### src/rst_pkg.sv
// Package of register map, field positions and reset values for the reset cause block
package rst_pkg;
    localparam logic [7:0]  RESET_CAUSE_FLAGS_OFS      = 8'h00;
    localparam logic [7:0]  NMI_OFS       = 8'h10;
    localparam logic [7:0]  SOFTWARE_RESET_TRIGGER_OFS     = 8'h20;
    localparam logic [7:0]  CLR_OFS       = 8'h04;
    localparam logic [7:0]  SET_OFS       = 8'h08;
    localparam logic [7:0]  INV_OFS       = 8'h0c;
    localparam int          B_DEEP_SLEEP  = 10;
    localparam int          B_CFG_MISM    = 9;
    localparam int          B_PIN_RST     = 7;
    localparam int          B_SW_RST      = 6;
    localparam int          B_WDT_RST     = 4;
    localparam int          B_SLEEP       = 3;
    localparam int          B_IDLE        = 2;
    localparam int          B_BROWNOUT    = 1;
    localparam int          B_POWER_ON    = 0;
    localparam int          B_WDT_NMI     = 24;
    localparam int          B_SW_NMI      = 23;
    localparam int          B_GEN_NMI     = 19;
    localparam int          B_VOLT_NMI    = 18;
    localparam int          B_CLK_FAIL    = 17;
    localparam int          B_SLEEP_WDT   = 16;
    localparam logic [31:0] RESET_CAUSE_FLAGS_MASK     = 32'h0000_06df;
    localparam logic [31:0] NMI_MASK      = 32'h018f_ffff;
    localparam logic [31:0] RESET_CAUSE_FLAGS_RESET    = 32'h0000_0003;
    localparam logic [31:0] NMI_RESET     = 32'h0000_0000;
    localparam logic [7:0]  NMI_KEY_VALUE = 8'h4e;
    localparam logic [31:0] UNLOCK_KEY1   = 32'h1234_5678;
    localparam logic [31:0] UNLOCK_KEY2   = 32'h8765_4321;
    localparam logic [31:0] RSV_VALUE     = 32'h0000_0000;
endpackage

### src/reset_cause_and_nmi_control.sv
// Reset source merge, reset cause flags and NMI control with APB access
// Summary of operation
// - All reset sources merge into master reset
// - Any reset sets a cause flag; the counted reset sets the watchdog bit 4
// - Bit 10 flags deep sleep, POR clears
// - Bit 9 flags configuration mismatch reset
// - Bit 7 flags master clear pin reset
// - Bit 6 flags software reset
// - Bit 4 flags watchdog time-out
// - Bits 3 and 2 flag sleep, idle
// - Bits 1, 0 flag brown-out, power-on
// - Bit 24 watchdog NMI, write starts counter
// - Bit 23 write of one raises NMI
// - Bit 19 general NMI, also key 0x4E
// - Bit 18 flags low-voltage detect NMI
// - Bit 17 clock fail, write causes NMI
// - Bit 16 sleep watchdog wake, write NMI
// - Bits 15:0 hold counter reload value
// - Zero reload resets immediately on watchdog or clock-fail NMI
// - Clearing both watchdog and clock-fail NMIs aborts counted reset
// - Clear, set, invert aliases at +4,+8,+c
// - Reset values are fixed: flags 0x3, NMI zero
//
// The placing of the registers and register access over APB were decided locally.
module reset_cause_and_nmi_control (
    input  wire logic        mclk,
    input  wire logic        rstn,
    input  wire logic        psel,
    input  wire logic        penable,
    input  wire logic        pwrite,
    input  wire logic [7:0]  paddr,
    input  wire logic [31:0] pwdata,
    output logic [31:0]      prdata,
    output logic             pready,
    output logic             pslverr,
    input  wire logic        power_on_event,
    input  wire logic        brownout_event,
    input  wire logic        master_clear_pin,
    input  wire logic        watchdog_reset_source,
    input  wire logic        config_mismatch_event,
    input  wire logic        deep_sleep_event,
    input  wire logic        sleep_wake_event,
    input  wire logic        idle_wake_event,
    input  wire logic        watchdog_nmi_event,
    input  wire logic        sleep_watchdog_event,
    input  wire logic        general_nmi_event,
    input  wire logic        voltage_detect_event,
    input  wire logic        clock_fail_monitor,
    input  wire logic        nmi_key_write,
    input  wire logic [7:0]  nmi_key_field,
    input  wire logic [31:0] configuration_fuses,
    output logic             system_master_reset,
    output logic             nmi_out
);
    logic [31:0] reset_cause_flags_reg;
    logic [31:0] nmi_reg;
    logic [31:0] reset_cause_flags_next;
    logic [31:0] nmi_next;
    logic [1:0]  pin_sync_reg;
    logic        pin_prev_reg;
    logic        pin_fall;
    logic [1:0]  unlock_reg;
    logic        sw_reset_reg;
    logic        fuse_reg_nmi_en_reg;
    logic        fire;
    logic        cnt_busy;
    logic        cnt_start;
    logic        cnt_pending;
    logic        acc;
    logic        wr;
    logic [7:0]  base;
    logic [1:0]  op;
    logic        sw_nmi_wr;
    logic        key_hit;
    logic        nmi_q;
    logic [31:0] nmi_wr_val;

    assign acc  = psel && penable;
    assign wr   = acc && pwrite;
    assign base = {paddr[7:4], 4'h0};
    assign op   = paddr[3:2];

    // Pin crosses two flip-flops before any logic looks at it
    always_ff @(posedge mclk) begin
        if (!rstn) begin
            pin_sync_reg <= 2'b11;
            pin_prev_reg <= 1'b1;
        end else begin
            pin_sync_reg <= {pin_sync_reg[0], master_clear_pin};
            pin_prev_reg <= pin_sync_reg[1];
        end
    end
    assign pin_fall = pin_prev_reg && !pin_sync_reg[1];

    // Fuse bit 0 captured after release; lets the counted NMI reset reach the output
    always_ff @(posedge mclk) begin
        if (!rstn) begin
            fuse_reg_nmi_en_reg <= 1'b0;
        end else begin
            fuse_reg_nmi_en_reg <= configuration_fuses[0];
        end
    end

    // Write alias: plain, clear, set or invert
    function automatic logic [31:0] apply(input logic [31:0] cur,
                                          input logic [1:0]  o,
                                          input logic [31:0] d);
        unique case (o)
            2'd0: apply = d;
            2'd1: apply = cur & ~d;
            2'd2: apply = cur | d;
            2'd3: apply = cur ^ d;
        endcase
    endfunction

    // Unlock by two key writes in a row to the trigger address
    always_ff @(posedge mclk) begin
        if (!rstn) begin
            unlock_reg   <= 2'b00;
            sw_reset_reg <= 1'b0;
        end else begin
            sw_reset_reg <= 1'b0;
            if (wr && base == rst_pkg::SOFTWARE_RESET_TRIGGER_OFS) begin
                if (pwdata == rst_pkg::UNLOCK_KEY1) begin
                    unlock_reg <= 2'b01;
                end else if (pwdata == rst_pkg::UNLOCK_KEY2 && unlock_reg == 2'b01) begin
                    unlock_reg <= 2'b10;
                end else begin
                    // Locked writes are dropped
                    if (unlock_reg == 2'b10 && pwdata[0]) begin
                        sw_reset_reg <= 1'b1;
                    end
                    unlock_reg <= 2'b00;
                end
            end
        end
    end

    // Cause flags: bus write first, hardware sets win afterwards
    always_comb begin
        reset_cause_flags_next = reset_cause_flags_reg;
        if (wr && base == rst_pkg::RESET_CAUSE_FLAGS_OFS) begin
            reset_cause_flags_next = apply(reset_cause_flags_reg, op, pwdata) & rst_pkg::RESET_CAUSE_FLAGS_MASK;
        end
        if (deep_sleep_event)      reset_cause_flags_next[rst_pkg::B_DEEP_SLEEP] = 1'b1;
        if (config_mismatch_event) reset_cause_flags_next[rst_pkg::B_CFG_MISM]   = 1'b1;
        if (pin_fall)              reset_cause_flags_next[rst_pkg::B_PIN_RST]    = 1'b1;
        if (sw_reset_reg)          reset_cause_flags_next[rst_pkg::B_SW_RST]     = 1'b1;
        if (watchdog_reset_source) reset_cause_flags_next[rst_pkg::B_WDT_RST]    = 1'b1;
        if (sleep_wake_event)      reset_cause_flags_next[rst_pkg::B_SLEEP]      = 1'b1;
        if (idle_wake_event)       reset_cause_flags_next[rst_pkg::B_IDLE]       = 1'b1;
        if (brownout_event)        reset_cause_flags_next[rst_pkg::B_BROWNOUT]   = 1'b1;
        if (fire)                  reset_cause_flags_next[rst_pkg::B_WDT_RST]    = 1'b1;
    end

    // Power-on restores the fixed pattern, deep sleep cleared
    always_ff @(posedge mclk) begin
        if (!rstn) begin
            reset_cause_flags_reg <= rst_pkg::RESET_CAUSE_FLAGS_RESET;
        end else if (power_on_event) begin
            reset_cause_flags_reg <= rst_pkg::RESET_CAUSE_FLAGS_RESET;
        end else begin
            reset_cause_flags_reg <= reset_cause_flags_next;
        end
    end

    assign key_hit   = nmi_key_write && nmi_key_field == rst_pkg::NMI_KEY_VALUE;
    assign sw_nmi_wr = wr && base == rst_pkg::NMI_OFS;
    assign nmi_wr_val = apply(nmi_reg, op, pwdata);

    always_comb begin
        nmi_next = nmi_reg;
        if (sw_nmi_wr) begin
            nmi_next = nmi_wr_val & rst_pkg::NMI_MASK;
        end
        // Trigger bit never stays set; its effect is the NMI pulse
        nmi_next[rst_pkg::B_SW_NMI] = 1'b0;
        if (watchdog_nmi_event)   nmi_next[rst_pkg::B_WDT_NMI]   = 1'b1;
        if (general_nmi_event || key_hit) nmi_next[rst_pkg::B_GEN_NMI] = 1'b1;
        if (voltage_detect_event) nmi_next[rst_pkg::B_VOLT_NMI]  = 1'b1;
        if (clock_fail_monitor)   nmi_next[rst_pkg::B_CLK_FAIL]  = 1'b1;
        if (sleep_watchdog_event) nmi_next[rst_pkg::B_SLEEP_WDT] = 1'b1;
    end

    always_ff @(posedge mclk) begin
        if (!rstn) begin
            nmi_reg <= rst_pkg::NMI_RESET;
        end else begin
            nmi_reg <= nmi_next;
        end
    end

    // Rising edge of any cause bit, or software trigger, raises the NMI
    always_ff @(posedge mclk) begin
        if (!rstn) begin
            nmi_q <= 1'b0;
        end else begin
            nmi_q <= (|(nmi_next[24:16] & ~nmi_reg[24:16]))
                   || (sw_nmi_wr && nmi_wr_val[rst_pkg::B_SW_NMI]);
        end
    end

    // Only watchdog and clock-fail causes run the counter
    assign cnt_pending = nmi_reg[rst_pkg::B_WDT_NMI] || nmi_reg[rst_pkg::B_CLK_FAIL];
    assign cnt_start   = cnt_pending && fuse_reg_nmi_en_reg;

    nmi_reset_counter u_cnt (
        .mclk    (mclk),
        .rstn    (rstn),
        .start   (cnt_start),
        .pending (cnt_pending),
        .reload  (nmi_reg[15:0]),
        .fire    (fire),
        .busy    (cnt_busy)
    );

    // Master reset merges power-on, brown-out, pin, software, watchdog, mismatch and counted resets
    always_ff @(posedge mclk) begin
        if (!rstn) begin
            system_master_reset <= 1'b1;
            nmi_out             <= 1'b0;
        end else begin
            system_master_reset <= power_on_event || brownout_event || pin_fall
                                 || sw_reset_reg || watchdog_reset_source
                                 || config_mismatch_event || fire;
            nmi_out             <= nmi_q;
        end
    end

    // APB: zero wait, unmapped offsets answer with error
    always_ff @(posedge mclk) begin
        if (!rstn) begin
            prdata  <= rst_pkg::RSV_VALUE;
            pready  <= 1'b0;
            pslverr <= 1'b0;
        end else begin
            pready  <= psel && !penable;
            pslverr <= 1'b0;
            prdata  <= rst_pkg::RSV_VALUE;
            if (psel && !penable) begin
                if (base == rst_pkg::RESET_CAUSE_FLAGS_OFS) begin
                    prdata <= reset_cause_flags_reg;
                end else if (base == rst_pkg::NMI_OFS) begin
                    prdata <= nmi_reg;
                end else if (base != rst_pkg::SOFTWARE_RESET_TRIGGER_OFS) begin
                    pslverr <= 1'b1;
                end
            end
        end
    end
endmodule

### src/nmi_reset_counter.sv
// NMI reset counter: reload on a qualifying NMI, count down, fire on zero
module nmi_reset_counter (
    input  wire logic        mclk,
    input  wire logic        rstn,
    input  wire logic        start,
    input  wire logic        pending,
    input  wire logic [15:0] reload,
    output logic             fire,
    output logic             busy
);
    logic [15:0] count_reg;

    always_ff @(posedge mclk) begin
        if (!rstn) begin
            count_reg <= 16'h0000;
            busy      <= 1'b0;
            fire      <= 1'b0;
        end else begin
            fire <= 1'b0;
            if (start && !busy) begin
                // Zero reload means no delay at all
                if (reload == 16'h0000) begin
                    fire <= 1'b1;
                end else begin
                    count_reg <= reload;
                    busy      <= 1'b1;
                end
            end else if (busy) begin
                // Cleared cause aborts the countdown
                if (!pending) begin
                    busy <= 1'b0;
                end else if (count_reg == 16'h0001) begin
                    busy <= 1'b0;
                    fire <= 1'b1;
                end else begin
                    count_reg <= count_reg - 16'h0001;
                end
            end
        end
    end
endmodule

### config.mk
export PLATFORM = sky130hd
export DESIGN_NAME = reset_cause_and_nmi_control
export DESIGN_NICKNAME = d
export VERILOG_FILES = /design/src/rst_pkg.sv /design/src/reset_cause_and_nmi_control.sv /design/src/nmi_reset_counter.sv
export SDC_FILE = /design/constraint.sdc
export NUM_CORES = 1
export LEC_CHECK = 0
export BUFFER_PORTS_ARGS = -buffer_cell sky130_fd_sc_hd__buf_2
export CORE_AREA = 2 2 120 93
export DETAILED_ROUTE_END_ITERATION = 10
export DIE_AREA = 0 0 122 95
export HOLD_SLACK_MARGIN = 0.03
export PLACE_DENSITY_LB_ADDON = 0.25
export SETUP_SLACK_MARGIN = 0.2
export SYNTH_ARGS = -nofsm -noshare
export SYNTH_HDL_FRONTEND = slang
export SYNTH_SLANG_ARGS = --single-unit
### constraint.sdc
create_clock -name mclk -period 2.08 [get_ports mclk]
set_input_delay 0.104 -clock mclk [delete_from_list [all_inputs] [get_ports mclk]]
set_output_delay 0.104 -clock mclk [all_outputs]
set_load 0.01 [all_outputs]
==> summary.md, run 1 <==
| Metric | Value |
|---|---|
| Status | `completed` |
| Worst skew pair latency | `0.35 ns` |
| Via Count | `5093` |
| Syn_area_per_cell | `8.90 µm²` |
| Period minus WS final | `1.98 ns` |
| Mapped Cells | `618` |
| Final Hold Viols | `0` |
| Worst setup EP type | `register` |
| Max stage delay cell, worst path | `or3b_4` |
| Number of nets in the final layout | `889` |
| Switch share | `0.322` |
| Ys async rst share | `0` |
| EDFF count, synth | `0` |
| Critical Path AT | `2.20 ns` |
| Fin. max-slew vios | `0` |
| Row count | `33` |
| Cell area after synthesis | `5500 µm²` |
| Die Span Y | `95 µm` |
| Clk pin slew, worst setup/hold paths | `0.07 ns` |
| Worst slew pin tran | `0.618 ns` |
| Crit path largest cell delay | `0.46 ns` |
| Critical Path RT | `2.31 ns` |
| Hold WC Path Type | `input pin to register` |
| Int Power | `0.00307 W` |
| IO Port Bufs | `93` |
| Total GRT Usage | `0.265` |
| Final ANT Viol Nets | `0` |
| Via count of the first global-routing pass | `4747` |
| Ports | `135` |
| Detailed placer's ending HPWL | `10800 µm` |
| Logic gate share of total power | `0.250` |
| Pin count of the biggest net entering global routing | `43` |
| Initial DRC Count | `428` |
| WHS Path Cells | `3` |
| Crit path launch | `u_cnt.count_reg[1]$_SDFFE_PN0P_` |
| Clock network power share | `0.352` |
| Fin crit share | `0.950` |
| First-pass GRT wire length | `23900 µm` |
| CTS Root Buffer Type | `clkbuf_16` |
| Area Overhead vs Synth | `28.1%` |
| Leakage power total | `3.14 nW` |
| Worst r2r src | `u_cnt.count_reg[1]$_SDFFE_PN0P_` |
| Cts bufs inserted | `9` |
| FF-to-FF setup slack | `0.10 ns` |
| CTS H-Tree Depth | `3` |
| Detailed-route DRC error count | `0` |
| PnR Total Power | `0.00452 W` |
| CTS tree | `yes` |
| Initial Util | `0.522` |
| Maxcap violations | `0` |
| Area of the die | `11600 µm²` |
| Share of post-route cells with drive strength above 1 | `0.307` |
| WL/cell | `17.8 µm` |
| Antenna cells | `0` |
| Gpl congestion | `0.909` |
| HP Start | `paddr[5]` |
| Initial antenna violation count | `0` |
| Post-synth cell types | `55` |
| Kind of critical path | `register to register` |
| Setup crit start kind | `register` |
| # setup viols final | `0` |
| TNS Setup | `0 ns` |
| Post-synth top flop | `dfxtp_1` |
| Final wirelength | `15600 µm` |
| Peak supply drop | `0.600 mV` |
| Skew final | `0.0100 ns` |
| Via/cell ratio | `5.83` |
| Sequential power share | `0.399` |
| Critical path peak fanout | `4` |
| Chip width | `122 µm` |
| Core Area | `10500 µm²` |
| Slew margin rel. | `0.587` |
| NetSw | `0.00146 W` |
| Crit-path cells | `inv_2 -> ha_4 -> nor4bb_1 -> nand4_1 -> or3b_4 -> clkbuf_16 -> o311ai_2 -> o21ai_1` |
| R2r worst-path depth | `8` |
| 1st-pass router iterations | `5` |
| CTS Sinks | `87` |
| RSZ-0062 raised after global routing | `true` |
| Sequential area share after synthesis | `0.317` |
| Yosys reg bits | `87` |
| Pwr dens | `642 nW/µm²` |
| Max Freq | `506 MHz` |
| Clock buffer depth | `2` |
| Total grt overflow | `0` |
| Warnings, synthesis | `0` |
[repair_timing]
item	in CTS	in global routing
pin swaps	0	23
hold buffers	13	0
gates resized for setup	23	61
endpoints found under the setup margin	15	18
gates cloned	0	1
buffers inserted	1	5
hold endpoints to repair	13	0
[synth_stat cells (2+ instances only)]
cell type | instances | area [µm²]
a211o_1 | 2 | 17.5
a211oi_1 | 36 | 270
a21oi_1 | 39 | 195
a22oi_1 | 3 | 22.5
a31oi_1 | 3 | 18.8
and2_1 | 2 | 12.5
and3_1 | 23 | 144
buf_1 | 2 | 7.51
buf_2 | 14 | 70.1
buf_4 | 9 | 67.6
clkbuf_1 | 21 | 78.8
dfxtp_1 | 87 | 1740
ha_1 | 62 | 776
inv_1 | 74 | 278
mux2_2 | 12 | 135
mux2i_1 | 14 | 140
mux4_2 | 17 | 383
nand2_1 | 19 | 71.3
nand2b_1 | 5 | 31.3
nand3_1 | 7 | 35.0
nand4_1 | 8 | 50.1
nor2_1 | 62 | 233
nor2b_1 | 3 | 18.8
nor3_1 | 10 | 50.1
nor3b_2 | 2 | 25.0
nor4_1 | 11 | 68.8
nor4b_1 | 4 | 35.0
o211ai_1 | 2 | 15.0
o21a_1 | 5 | 37.5
o21ai_0 | 4 | 20.0
o21ai_1 | 3 | 15.0
o22ai_1 | 2 | 12.5
o311ai_0 | 7 | 61.3
o311ai_1 | 3 | 26.3
o31a_1 | 2 | 17.5
o31ai_1 | 12 | 90.1
or3_1 | 2 | 12.5
or3b_1 | 2 | 17.5
or4_1 | 7 | 52.6
[worst paths after layout]
path | to
worst min register to register | nmi_out$_SDFF_PN0_
worst min-delay path | pslverr$_SDFF_PP0_
worst max register to register | u_cnt.count_reg[13]$_SDFFE_PN0P_
worst max-delay path | u_cnt.count_reg[13]$_SDFFE_PN0P_
[cell type report]
cell class | count | area, µm²
sequential | 87 | 1760
clock inverter | 7 | 61.3
inverter | 74 | 278
fill | 841 | 3480
timing repair buffer | 138 | 916
tap | 140 | 175
clock buffer | 9 | 225
multi-input combinational | 418 | 3630
[layout by cell type (no fill, tap or decap), types with 8 or more instances in the layout]
| master | synthesis | layout |
|---|---|---|
| nor2_1 | 62 | 58 |
| and3_1 | 23 | 23 |
| nor3_1 | 10 | 9 |
| mux2i_1 | 14 | 14 |
| o31ai_1 | 12 | 8 |
| nor4_1 | 11 | 10 |
| buf_4 | 9 | 26 |
| nand2_1 | 19 | 19 |
| conb_1 | 1 | 8 |
| mux4_2 | 17 | 17 |
| inv_1 | 74 | 70 |
| a211oi_1 | 36 | 35 |
| clkbuf_16 | 0 | 10 |
| a21oi_1 | 39 | 33 |
| buf_2 | 14 | 93 |
| dfxtp_1 | 87 | 81 |
| dlygate4sd3_1 | 0 | 13 |
| mux2_2 | 12 | 12 |
| nand4_1 | 8 | 8 |
| ha_1 | 62 | 58 |
[per-layer routing]
layer / vias to the layer above / share of wire / track usage / wire length [µm]
met4: 0 / 0.017 / 0.0661 / 262
met3: 26 / 0.062 / 0.0550 / 963
met5: - / 0 / 0 / 0
li1: 2432 / - / - / -
met2: 193 / 0.47 / 0.447 / 7310
met1: 2442 / 0.45 / 0.349 / 7040
[worst max-delay path, delay by kind of cell (launching register included)]
family,cells,cell delay [ns]
and+or+nand+nor,3,0.74
DFF,1,0.37
AOI/OAI and AO/OA,2,0.33
buffers and inverters,2,0.26
adders and majority gates,1,0.16
[cell families after synthesis]
group,Yosys count,synth area share
buffers and inverters,120,0.0912
DFF,87,0.317
AOI/OAI and AO/OA,127,0.156
muxes,43,0.120
other,1,0.000682
and+or+nand+nor,178,0.175
adders and majority gates,62,0.141
[per-stage QoR]
step                hold WS [ns]  instance area, µm²  instances  utilization  worst slack, ns
floorplan                  0.177                5530        625            -            0.201
global placement           0.294                6150        837        0.585            0.138
detailed placement         0.313                6150        837        0.585           0.0727
CTS                       0.0412                6640        867        0.631            0.160
global route              0.0709                7050        873        0.669          0.00617
finish                    0.0550                7050        873        0.669            0.104
[power groups by stage]
stage          clock network (W)  logic, W  registers (W)
3_3_place_gp                   0  0.000840        0.00181
4_1_cts                  0.00161  0.000942        0.00178
2_1_floorplan                  0  0.000641        0.00180
3_5_place_dp                   0  0.000880        0.00182
5_1_grt                  0.00168   0.00123        0.00181
6_report                 0.00159   0.00113        0.00180
Power figures use the tool's default switching activity.
==> inputs of run 2 (changes only) <==
--- a/config.mk
+++ b/config.mk
@@ -5,6 +5,7 @@
 export SDC_FILE = /design/constraint.sdc
 export NUM_CORES = 1
 export LEC_CHECK = 0
+export ABC_AREA = 1
 export BUFFER_PORTS_ARGS = -buffer_cell sky130_fd_sc_hd__buf_2
 export CORE_AREA = 2 2 120 93
 export DETAILED_ROUTE_END_ITERATION = 10
==> run 2 against run 1 <==
  * Register-to-register slack better by 0.33 ns
  * First-iteration DRC count is 19% higher
  * Final area is 8.5% lower
  * Die area unchanged
  * Largest cell class unchanged
  * Sequential share of layout area is 2.1 points higher
  * Sequential cell count is the same
  * Synthesized cell count rose by 25%
  * Worst hold slack got worse by 0.013 ns
  * Power decreased by 8.4%
==> summary.md, run 2 <==
| Metric | Value |
|---|---|
| Skew final | `0.00430 ns (-0.00572 ns)` |
| Share of the synthesized area in the top cell type | `0.317 (about the same)` |
| Slew margin rel. | `0.658 (+0.0717)` |
| Ys async rst share | `0 (unchanged)` |
| Post-synth top flop | `dfxtp_1` |
| Syn_area_per_cell | `7.14 µm² (-20%)` |
| Placed Area | `6080 µm² (-1.2%)` |
| Worst slew pin tran | `0.512 ns (-0.106 ns)` |
| Period minus WS final | `1.68 ns (-0.295 ns)` |
| Detailed placer's ending HPWL | `11900 µm (+9.9%)` |
| 1st-pass router iterations | `5 (unchanged)` |
| Via Count | `5720 (+12%)` |
| Antenna cells | `0 (unchanged)` |
| Clk pin slew, worst setup/hold paths | `0.06 ns (about the same)` |
| Most frequent cells after synthesis | `nand2_1 (145), inv_1 (91), dfxtp_1 (87), nor2_1 (87), ha_1 (62)` |
| Fin crit share | `0.808 (-0.142)` |
| CTS Sinks | `87 (unchanged)` |
| Core Area | `10500 µm² (unchanged)` |
| Status | `completed` |
| Synth Area in XOR/XNOR | `0.00638 (+0.00638)` |
| Ports | `135 (unchanged)` |
| Max Freq | `595 MHz (+18%)` |
| Largest family of logic cells by synthesized area | `simple AND/OR/NAND/NOR gates` |
| Most frequent cells in the layout | `nand2_1 (145), buf_2 (93), inv_1 (91)` |
| Number of nets in the final layout | `1031 (+16%)` |
| Leakage power total | `3.13 nW (-0.62%)` |
| Cell taking the most area after synthesis | `dfxtp_1` |
| Post-CTS setup buffer count | `0 (-1)` |
| Initial antenna violation count | `0 (unchanged)` |
| Yosys reg bits | `87 (unchanged)` |
| Crit path launch | `power_on_event` |
| First-pass GRT wire length | `25900 µm (+8.0%)` |
| Setup crit start kind | `input pin` |
| Met3 global-route usage | `0.0543 (-0.000604)` |
| Post-Synth Adder-Cell Area | `0.141 (about the same)` |
| Layout Cells excl Fill | `1015 (+16%)` |
| Hold WC Path Type | `input pin to register` |
| Maxcap violations | `0 (unchanged)` |
| # setup viols final | `0 (unchanged)` |
| Post-synthesis mux area share | `0 (-0.120)` |
| Fin. max-slew vios | `0 (unchanged)` |
| DP Cell Count | `991 (+18%)` |
| Die Span Y | `95 µm (unchanged)` |
| Clock buffer depth | `2 (unchanged)` |
| Critical Path AT | `1.91 ns (-0.29 ns)` |
| TNS Setup | `0 ns (unchanged)` |
| Worst setup EP type | `register` |
| Cell area after synthesis | `5500 µm² (about the same)` |
| FF-to-FF setup slack | `0.43 ns (+0.33 ns)` |
| IO Port Bufs | `93 (unchanged)` |
| CTS Root Buffer Type | `clkbuf_16` |
| Final Hold Viols | `0 (unchanged)` |
| CTS H-Tree Depth | `3 (unchanged)` |
| FF-to-FF End | `u_cnt.count_reg[15]$_SDFFE_PN0P_` |
| GR Util met1 | `0.377 (+0.0284)` |
| Final ANT Viol Nets | `0 (unchanged)` |
| Area of the die | `11600 µm² (unchanged)` |
| Via/cell ratio | `5.64 (-3.4%)` |
| Share of post-route cells with drive strength above 1 | `0.187 (-0.120)` |
| Post-Synth Simple-Gate Area | `0.282 (+0.107)` |
| Peak supply drop | `0.424 mV (-29%)` |
| Total GRT Usage | `0.286 (+0.0210)` |
| Final wirelength | `16100 µm (+3.7%)` |
| Post-synth cell types | `36 (-35%)` |
| WL/cell | `15.9 µm (-11%)` |
| Warnings, synthesis | `0 (unchanged)` |
| Final Cell Area | `6440 µm² (-8.5%)` |
| Worst r2r src | `nmi_reg[3]$_SDFFE_PN0P_` |
| GRT met2 Usage | `0.476 (+0.0284)` |
| EDFF count, synth | `0 (unchanged)` |
| Kind of critical path | `input pin to register` |
| Sequential area share after synthesis | `0.317 (about the same)` |
| Most common cell in the netlist | `nand2_1` |
| RSZ-0062 raised after global routing | `false` |
| Pwr dens | `642 nW/µm² (about the same)` |
| Critical Path RT | `2.31 ns (about the same)` |
| Worst skew pair latency | `0.35 ns (about the same)` |
| HP Start | `clock_fail_monitor` |
| Busiest grt layer | `met2` |
| Cts bufs inserted | `9 (unchanged)` |
| Commonest non-fill, non-tap cell in the layout | `nand2_1` |
| Via count of the first global-routing pass | `5434 (+14%)` |
| Worst hold slack | `0.0417 ns (-0.0133 ns)` |
| Initial DRC Count | `511 (+19%)` |
| Mapped Cells | `770 (+25%)` |
| R2r worst-path depth | `9 (+1)` |
| Critical path peak fanout | `8 (+4)` |
| Largest cells by area after synthesis | `dfxtp_1 (32%), ha_1 (14%), nand2_1 (9.9%)` |
| Initial Util | `0.522 (about the same)` |
| Critical path endpoint | `system_master_reset$_SDFF_PN1_` |
| Area Overhead vs Synth | `17.3%` |
| Compound-Gate Fraction of Synth Area | `0.149 (-0.00695)` |
| PnR Total Power | `0.00414 W (-8.4%)` |
| Detailed-route DRC error count | `0 (unchanged)` |
| Total grt overflow | `0 (unchanged)` |
| CTS tree | `yes` |
| Row count | `33 (unchanged)` |
| Chip width | `122 µm (unchanged)` |
| Gpl congestion | `0.896 (-1.5%)` |
| Pin count of the biggest net entering global routing | `26 (-40%)` |
## run 2: worst max-delay path, cell delays in order
cell and delay [ns]:
dlygate4sd3_1 0.53, buf_2 0.12, nor2_1 0.14, inv_1 0.17
nor2_1 0.18, nand3_1 0.10, dlygate4sd3_1 0.57
## run 2: per-layer routing
layer  wire length [µm]  vias up
met5                  0        -
li1                   -     2732
met4                195        0
met2               7340      303
met3               1590       21
met1               7020     2664
## run 2: how the worst min path moves through the flow
stage,endpoint,slack (ns),cells after the start
final,nmi_reg[17]$_SDFF_PN0_,0.04,3
after global routing,reset_cause_flags_reg[2]$_SDFFE_PP0P_,0.06,3
after CTS,nmi_reg[17]$_SDFF_PN0_,0.04,3
after detailed placement,pin_sync_reg[0]$_SDFF_PN1_,0.30,2
after global placement,pin_sync_reg[0]$_SDFF_PN1_,0.30,2
after floorplan,fuse_reg_nmi_en_reg$_SDFF_PN0_,0.20,2
## run 2: kinds of logic (layout without fill, tap and decap cells)
| group | Yosys count | after routing |
|---|---|---|
| xor+xnor | 4 | 4 |
| simple gates | 343 | 343 |
| flops | 87 | 87 |
| fa+ha+maj | 62 | 62 |
| other cells | 1 | 8 |
| compound gates | 138 | 138 |
| buf+inv | 135 | 233 |
## run 2: where the power goes
part	total [W]	internal (W)	switching [W]
combinational	0.000816	0.000307	0.000509
sequential	0.00176	0.00171	0.0000462
clock	0.00157	0.000849	0.000717
total	0.00414	0.00287	0.00127
## run 2: layout make-up
type                            count  area, µm²
Sequential cell                    87       1740
Timing Repair Buffer              116        658
Tap cell                          140        175
Multi-Input combinational cell    555       3210
Clock inverter                      6       43.8
Clock buffer                       10        239
Inverter                          101        382
Fill cell                        1002       4080
## run 2: repair_timing
| action | in CTS | in global routing |
|---|---|---|
| resized for setup | 0 | 0 |
| hold buffers | 8 | 0 |
| hold endpoints to repair | 8 | 0 |
## run 2: metrics by stage
step / setup WS (ns) / util
4_1_cts: 0.419 / 0.612
2_1_floorplan: 0.656 / -
6_report: 0.399 / 0.612
5_1_grt: 0.289 / 0.612
3_3_place_gp: 0.496 / 0.578
3_5_place_dp: 0.440 / 0.578
==> inputs of run 3 (changes only) <==
--- a/config.mk
+++ b/config.mk
@@ -5,7 +5,7 @@
 export SDC_FILE = /design/constraint.sdc
 export NUM_CORES = 1
 export LEC_CHECK = 0
-export ABC_AREA = 1
+export ABC_AREA = 0
 export BUFFER_PORTS_ARGS = -buffer_cell sky130_fd_sc_hd__buf_2
 export CORE_AREA = 2 2 120 93
 export DETAILED_ROUTE_END_ITERATION = 10
==> constraint.sdc (replaced) <==
create_clock -name mclk -period 1.6 [get_ports mclk]
set_input_delay 0.08 -clock mclk [delete_from_list [all_inputs] [get_ports mclk]]
set_output_delay 0.08 -clock mclk [all_outputs]
set_load 0.01 [all_outputs]
==> run 3 against run 2 <==
  * The run now ends with negative setup slack left
  * Highest routed layer unchanged
  * Count of clock-buffer cells in the layout fell by 1
  * Largest power group unchanged
  * Worst setup slack got worse by 0.79 ns
  * Die area unchanged
  * Final cell count decreased by 4.5%
  * Sequential cell count did not move
==> summary.md, run 3 (synthesis results as in run 1) <==
| Metric | Value |
|---|---|
| Status | `complete, but fails checks` |
| Failing checks | `negative setup slack` |
| Area Overhead vs Synth | `60.3%` |
| HP Start | `paddr[5]` |
| Utilization after layout | `0.837 (+0.225)` |
| Fillers | `514 (-49%)` |
| Commonest non-fill, non-tap cell in the layout | `buf_2` |
| Int Power | `0.00432 W (+51%)` |
| Antenna cells | `0 (unchanged)` |
| Worst slack at placement | `-0.287 ns (-0.727 ns)` |
| Critical Path RT | `1.83 ns (-0.48 ns)` |
| FF-to-FF setup slack | `-0.39 ns (-0.82 ns)` |
| DP Cell Count | `884 (-11%)` |
| Final ANT Viol Nets | `0 (unchanged)` |
| Max Freq | `503 MHz` |
| PnR Total Power | `0.00656 W (+58%)` |
| Total grt overflow | `0 (unchanged)` |
| Critical Path AT | `2.22 ns (+0.31 ns)` |
| CTS tree | `yes` |
| FF-to-FF End | `u_cnt.count_reg[9]$_SDFFE_PN0P_` |
| Worst skew pair latency | `0.36 ns (about the same)` |
| Via/cell ratio | `6.36 (+13%)` |
| Via count of the first global-routing pass | `5730 (+5.4%)` |
| Gpl congestion | `1.02 (+13%)` |
| RSZ-0062 raised after global routing | `true` |
| Kind of critical path | `register to register` |
| # setup viols final | `23 (+23)` |
| WHS Path Cells | `3 (unchanged)` |
| IO Port Bufs | `93 (unchanged)` |
| Cts bufs inserted | `9 (unchanged)` |
| Critical path peak fanout | `7 (-1)` |
| Number of nets in the final layout | `985 (-4.5%)` |
| Skew final | `0.0142 ns (+0.00988 ns)` |
| NetSw | `0.00223 W (+76%)` |
| Total GRT Usage | `0.323 (+0.0371)` |
| Hold EP | `pslverr$_SDFF_PP0_` |
| Initial Util | `0.522 (about the same)` |
| Core Area | `10500 µm² (unchanged)` |
| Logic gate share of total power | `0.317 (+0.120)` |
| First-pass GRT wire length | `28700 µm (+11%)` |
| Pin count of the biggest net entering global routing | `48 (+85%)` |
| Initial DRC Count | `754 (+48%)` |
| Via Count | `6162 (+7.7%)` |
| Row count | `33 (unchanged)` |
| Chip width | `122 µm (unchanged)` |
| Switch share | `0.341 (+0.0332)` |
| Area of the multi-input gates | `4380 µm² (+37%)` |
| Detailed-route DRC error count | `0 (unchanged)` |
| Fin crit share | `1.24` |
| CTS Sinks | `87 (unchanged)` |
| Slew margin rel. | `0.597 (-0.0617)` |
| Maxcap violations | `0 (unchanged)` |
| Peak supply drop | `0.673 mV (+59%)` |
| Worst slew pin tran | `0.603 ns (+0.0911 ns)` |
| 1st-pass router iterations | `5 (unchanged)` |
| Ports | `135 (unchanged)` |
| Clock buffer depth | `2 (unchanged)` |
| Final Hold Viols | `0 (unchanged)` |
| R2r worst-path depth | `8 (-1)` |
| Clk pin slew, worst setup/hold paths | `0.07 ns (about the same)` |
| Final wirelength | `22200 µm (+37%)` |
| Detailed placer's ending HPWL | `11900 µm (-0.31%)` |
| Leakage power total | `3.80 nW (+21%)` |
| FF+latch area | `1820 µm² (+4.7%)` |
| Most frequent cells in the layout | `buf_2 (93), buf_4 (84), dfxtp_1 (51)` |
| Initial antenna violation count | `0 (unchanged)` |
| Setup crit start kind | `register` |
| CTS Root Buffer Type | `clkbuf_16` |
| Share of post-route cells with drive strength above 1 | `0.575 (+0.388)` |
| WL/cell | `22.9 µm (+44%)` |
| CTS H-Tree Depth | `3 (unchanged)` |
| Clock network power share | `0.329 (-0.049)` |
| Worst setup EP type | `register` |
| Period minus WS final | `1.99 ns` |
| Hold WC Path Type | `input pin to register` |
| Worst r2r src | `u_cnt.count_reg[1]$_SDFFE_PN0P_` |
| Sequential power share | `0.355 (-0.069)` |
| Fin. max-slew vios | `0 (unchanged)` |
| Layout Cells excl Fill | `969 (-4.5%)` |
| Area of the die | `11600 µm² (unchanged)` |
| Pwr dens | `744 nW/µm² (+16%)` |
| Die Span Y | `95 µm (unchanged)` |
| Final worst setup slack | `-0.387 ns (-0.786 ns)` |
-- run 3: cell count changes in the layout (fill, tap and decap cells not counted), moves of 23 or more --
cell,delta
and3_1,+23
nand2_1,-128
dfxtp_1,-36
nand3_1,-41
buf_6,+37
ha_1,-44
o21ai_0,-53
inv_1,-47
buf_4,+69
ha_4,+39
nor2_1,-41
-- run 3: routing by layer --
metal  share of wire  global-route usage
met3            0.10              0.0737
met2            0.47               0.569
met1            0.37               0.388
met4           0.059               0.118
met5               0                   0
-- run 3: cell type report --
cell class | count | share of cell area
multi-input cells | 418 | 0.497
flip-flops and latches | 87 | 0.207
repair buffers | 234 | 0.206
inverters | 74 | 0.0366
clock buffers | 9 | 0.0255
well taps | 140 | 0.0199
clock inverters | 7 | 0.00809
-- run 3: critical path, cell delays in order, from the launching register on --
cell and delay, ns:
dfxtp_2 0.36, inv_4 0.06, ha_4 0.15, nor4bb_4 0.15, nand4_1 0.14, or3b_4 0.45
buf_8 0.17, o311ai_4 0.28, o31ai_1 0.11
-- run 3: how the worst max path moves through the flow --
stage	startpoint	endpoint	slack (ns)	cells after the start
3_3_place_gp	u_cnt.count_reg[0]$_SDFFE_PN0P_	u_cnt.count_reg[8]$_SDFFE_PN0P_	-0.20	7
5_1_grt	u_cnt.count_reg[0]$_SDFFE_PN0P_	u_cnt.count_reg[14]$_SDFFE_PN0P_	-0.44	7
2_1_floorplan	u_cnt.count_reg[1]$_SDFFE_PN0P_	u_cnt.count_reg[8]$_SDFFE_PN0P_	-0.20	8
6_report	u_cnt.count_reg[1]$_SDFFE_PN0P_	u_cnt.count_reg[9]$_SDFFE_PN0P_	-0.39	8
3_5_place_dp	u_cnt.count_reg[1]$_SDFFE_PN0P_	u_cnt.count_reg[10]$_SDFFE_PN0P_	-0.29	8
4_1_cts	u_cnt.count_reg[0]$_SDFFE_PN0P_	u_cnt.count_reg[8]$_SDFFE_PN0P_	-0.26	7
-- run 3: power by group through the flow --
| stage | logic, W | clock network, W | registers, W |
|---|---|---|---|
| 3_5_place_dp | 0.00137 | 0 | 0.00235 |
| 4_1_cts | 0.00170 | 0.00214 | 0.00230 |
| 6_report | 0.00208 | 0.00216 | 0.00232 |
| 3_3_place_gp | 0.00130 | 0 | 0.00235 |
| 5_1_grt | 0.00218 | 0.00225 | 0.00233 |
| 2_1_floorplan | 0.000880 | 0 | 0.00235 |
-- run 3: timing repair --
item,CTS,global route
pin swaps,38,59
setup buffers,35,20
setup endpoints to repair,49,52
resized for setup,165,137
cloned,3,0
hold endpoints to repair,10,0
hold buffers,11,0
-- run 3: stage by stage --
step / TNS (ns) / area, µm² / hold slack (ns)
5_1_grt: -6.52 / 8820 / 0.0465
2_1_floorplan: -2.12 / 5620 / 0.153
6_report: -5.80 / 8820 / 0.0299
4_1_cts: -3.63 / 8030 / 0.0314
3_3_place_gp: -2.81 / 6600 / 0.267
3_5_place_dp: -4.19 / 6600 / 0.279
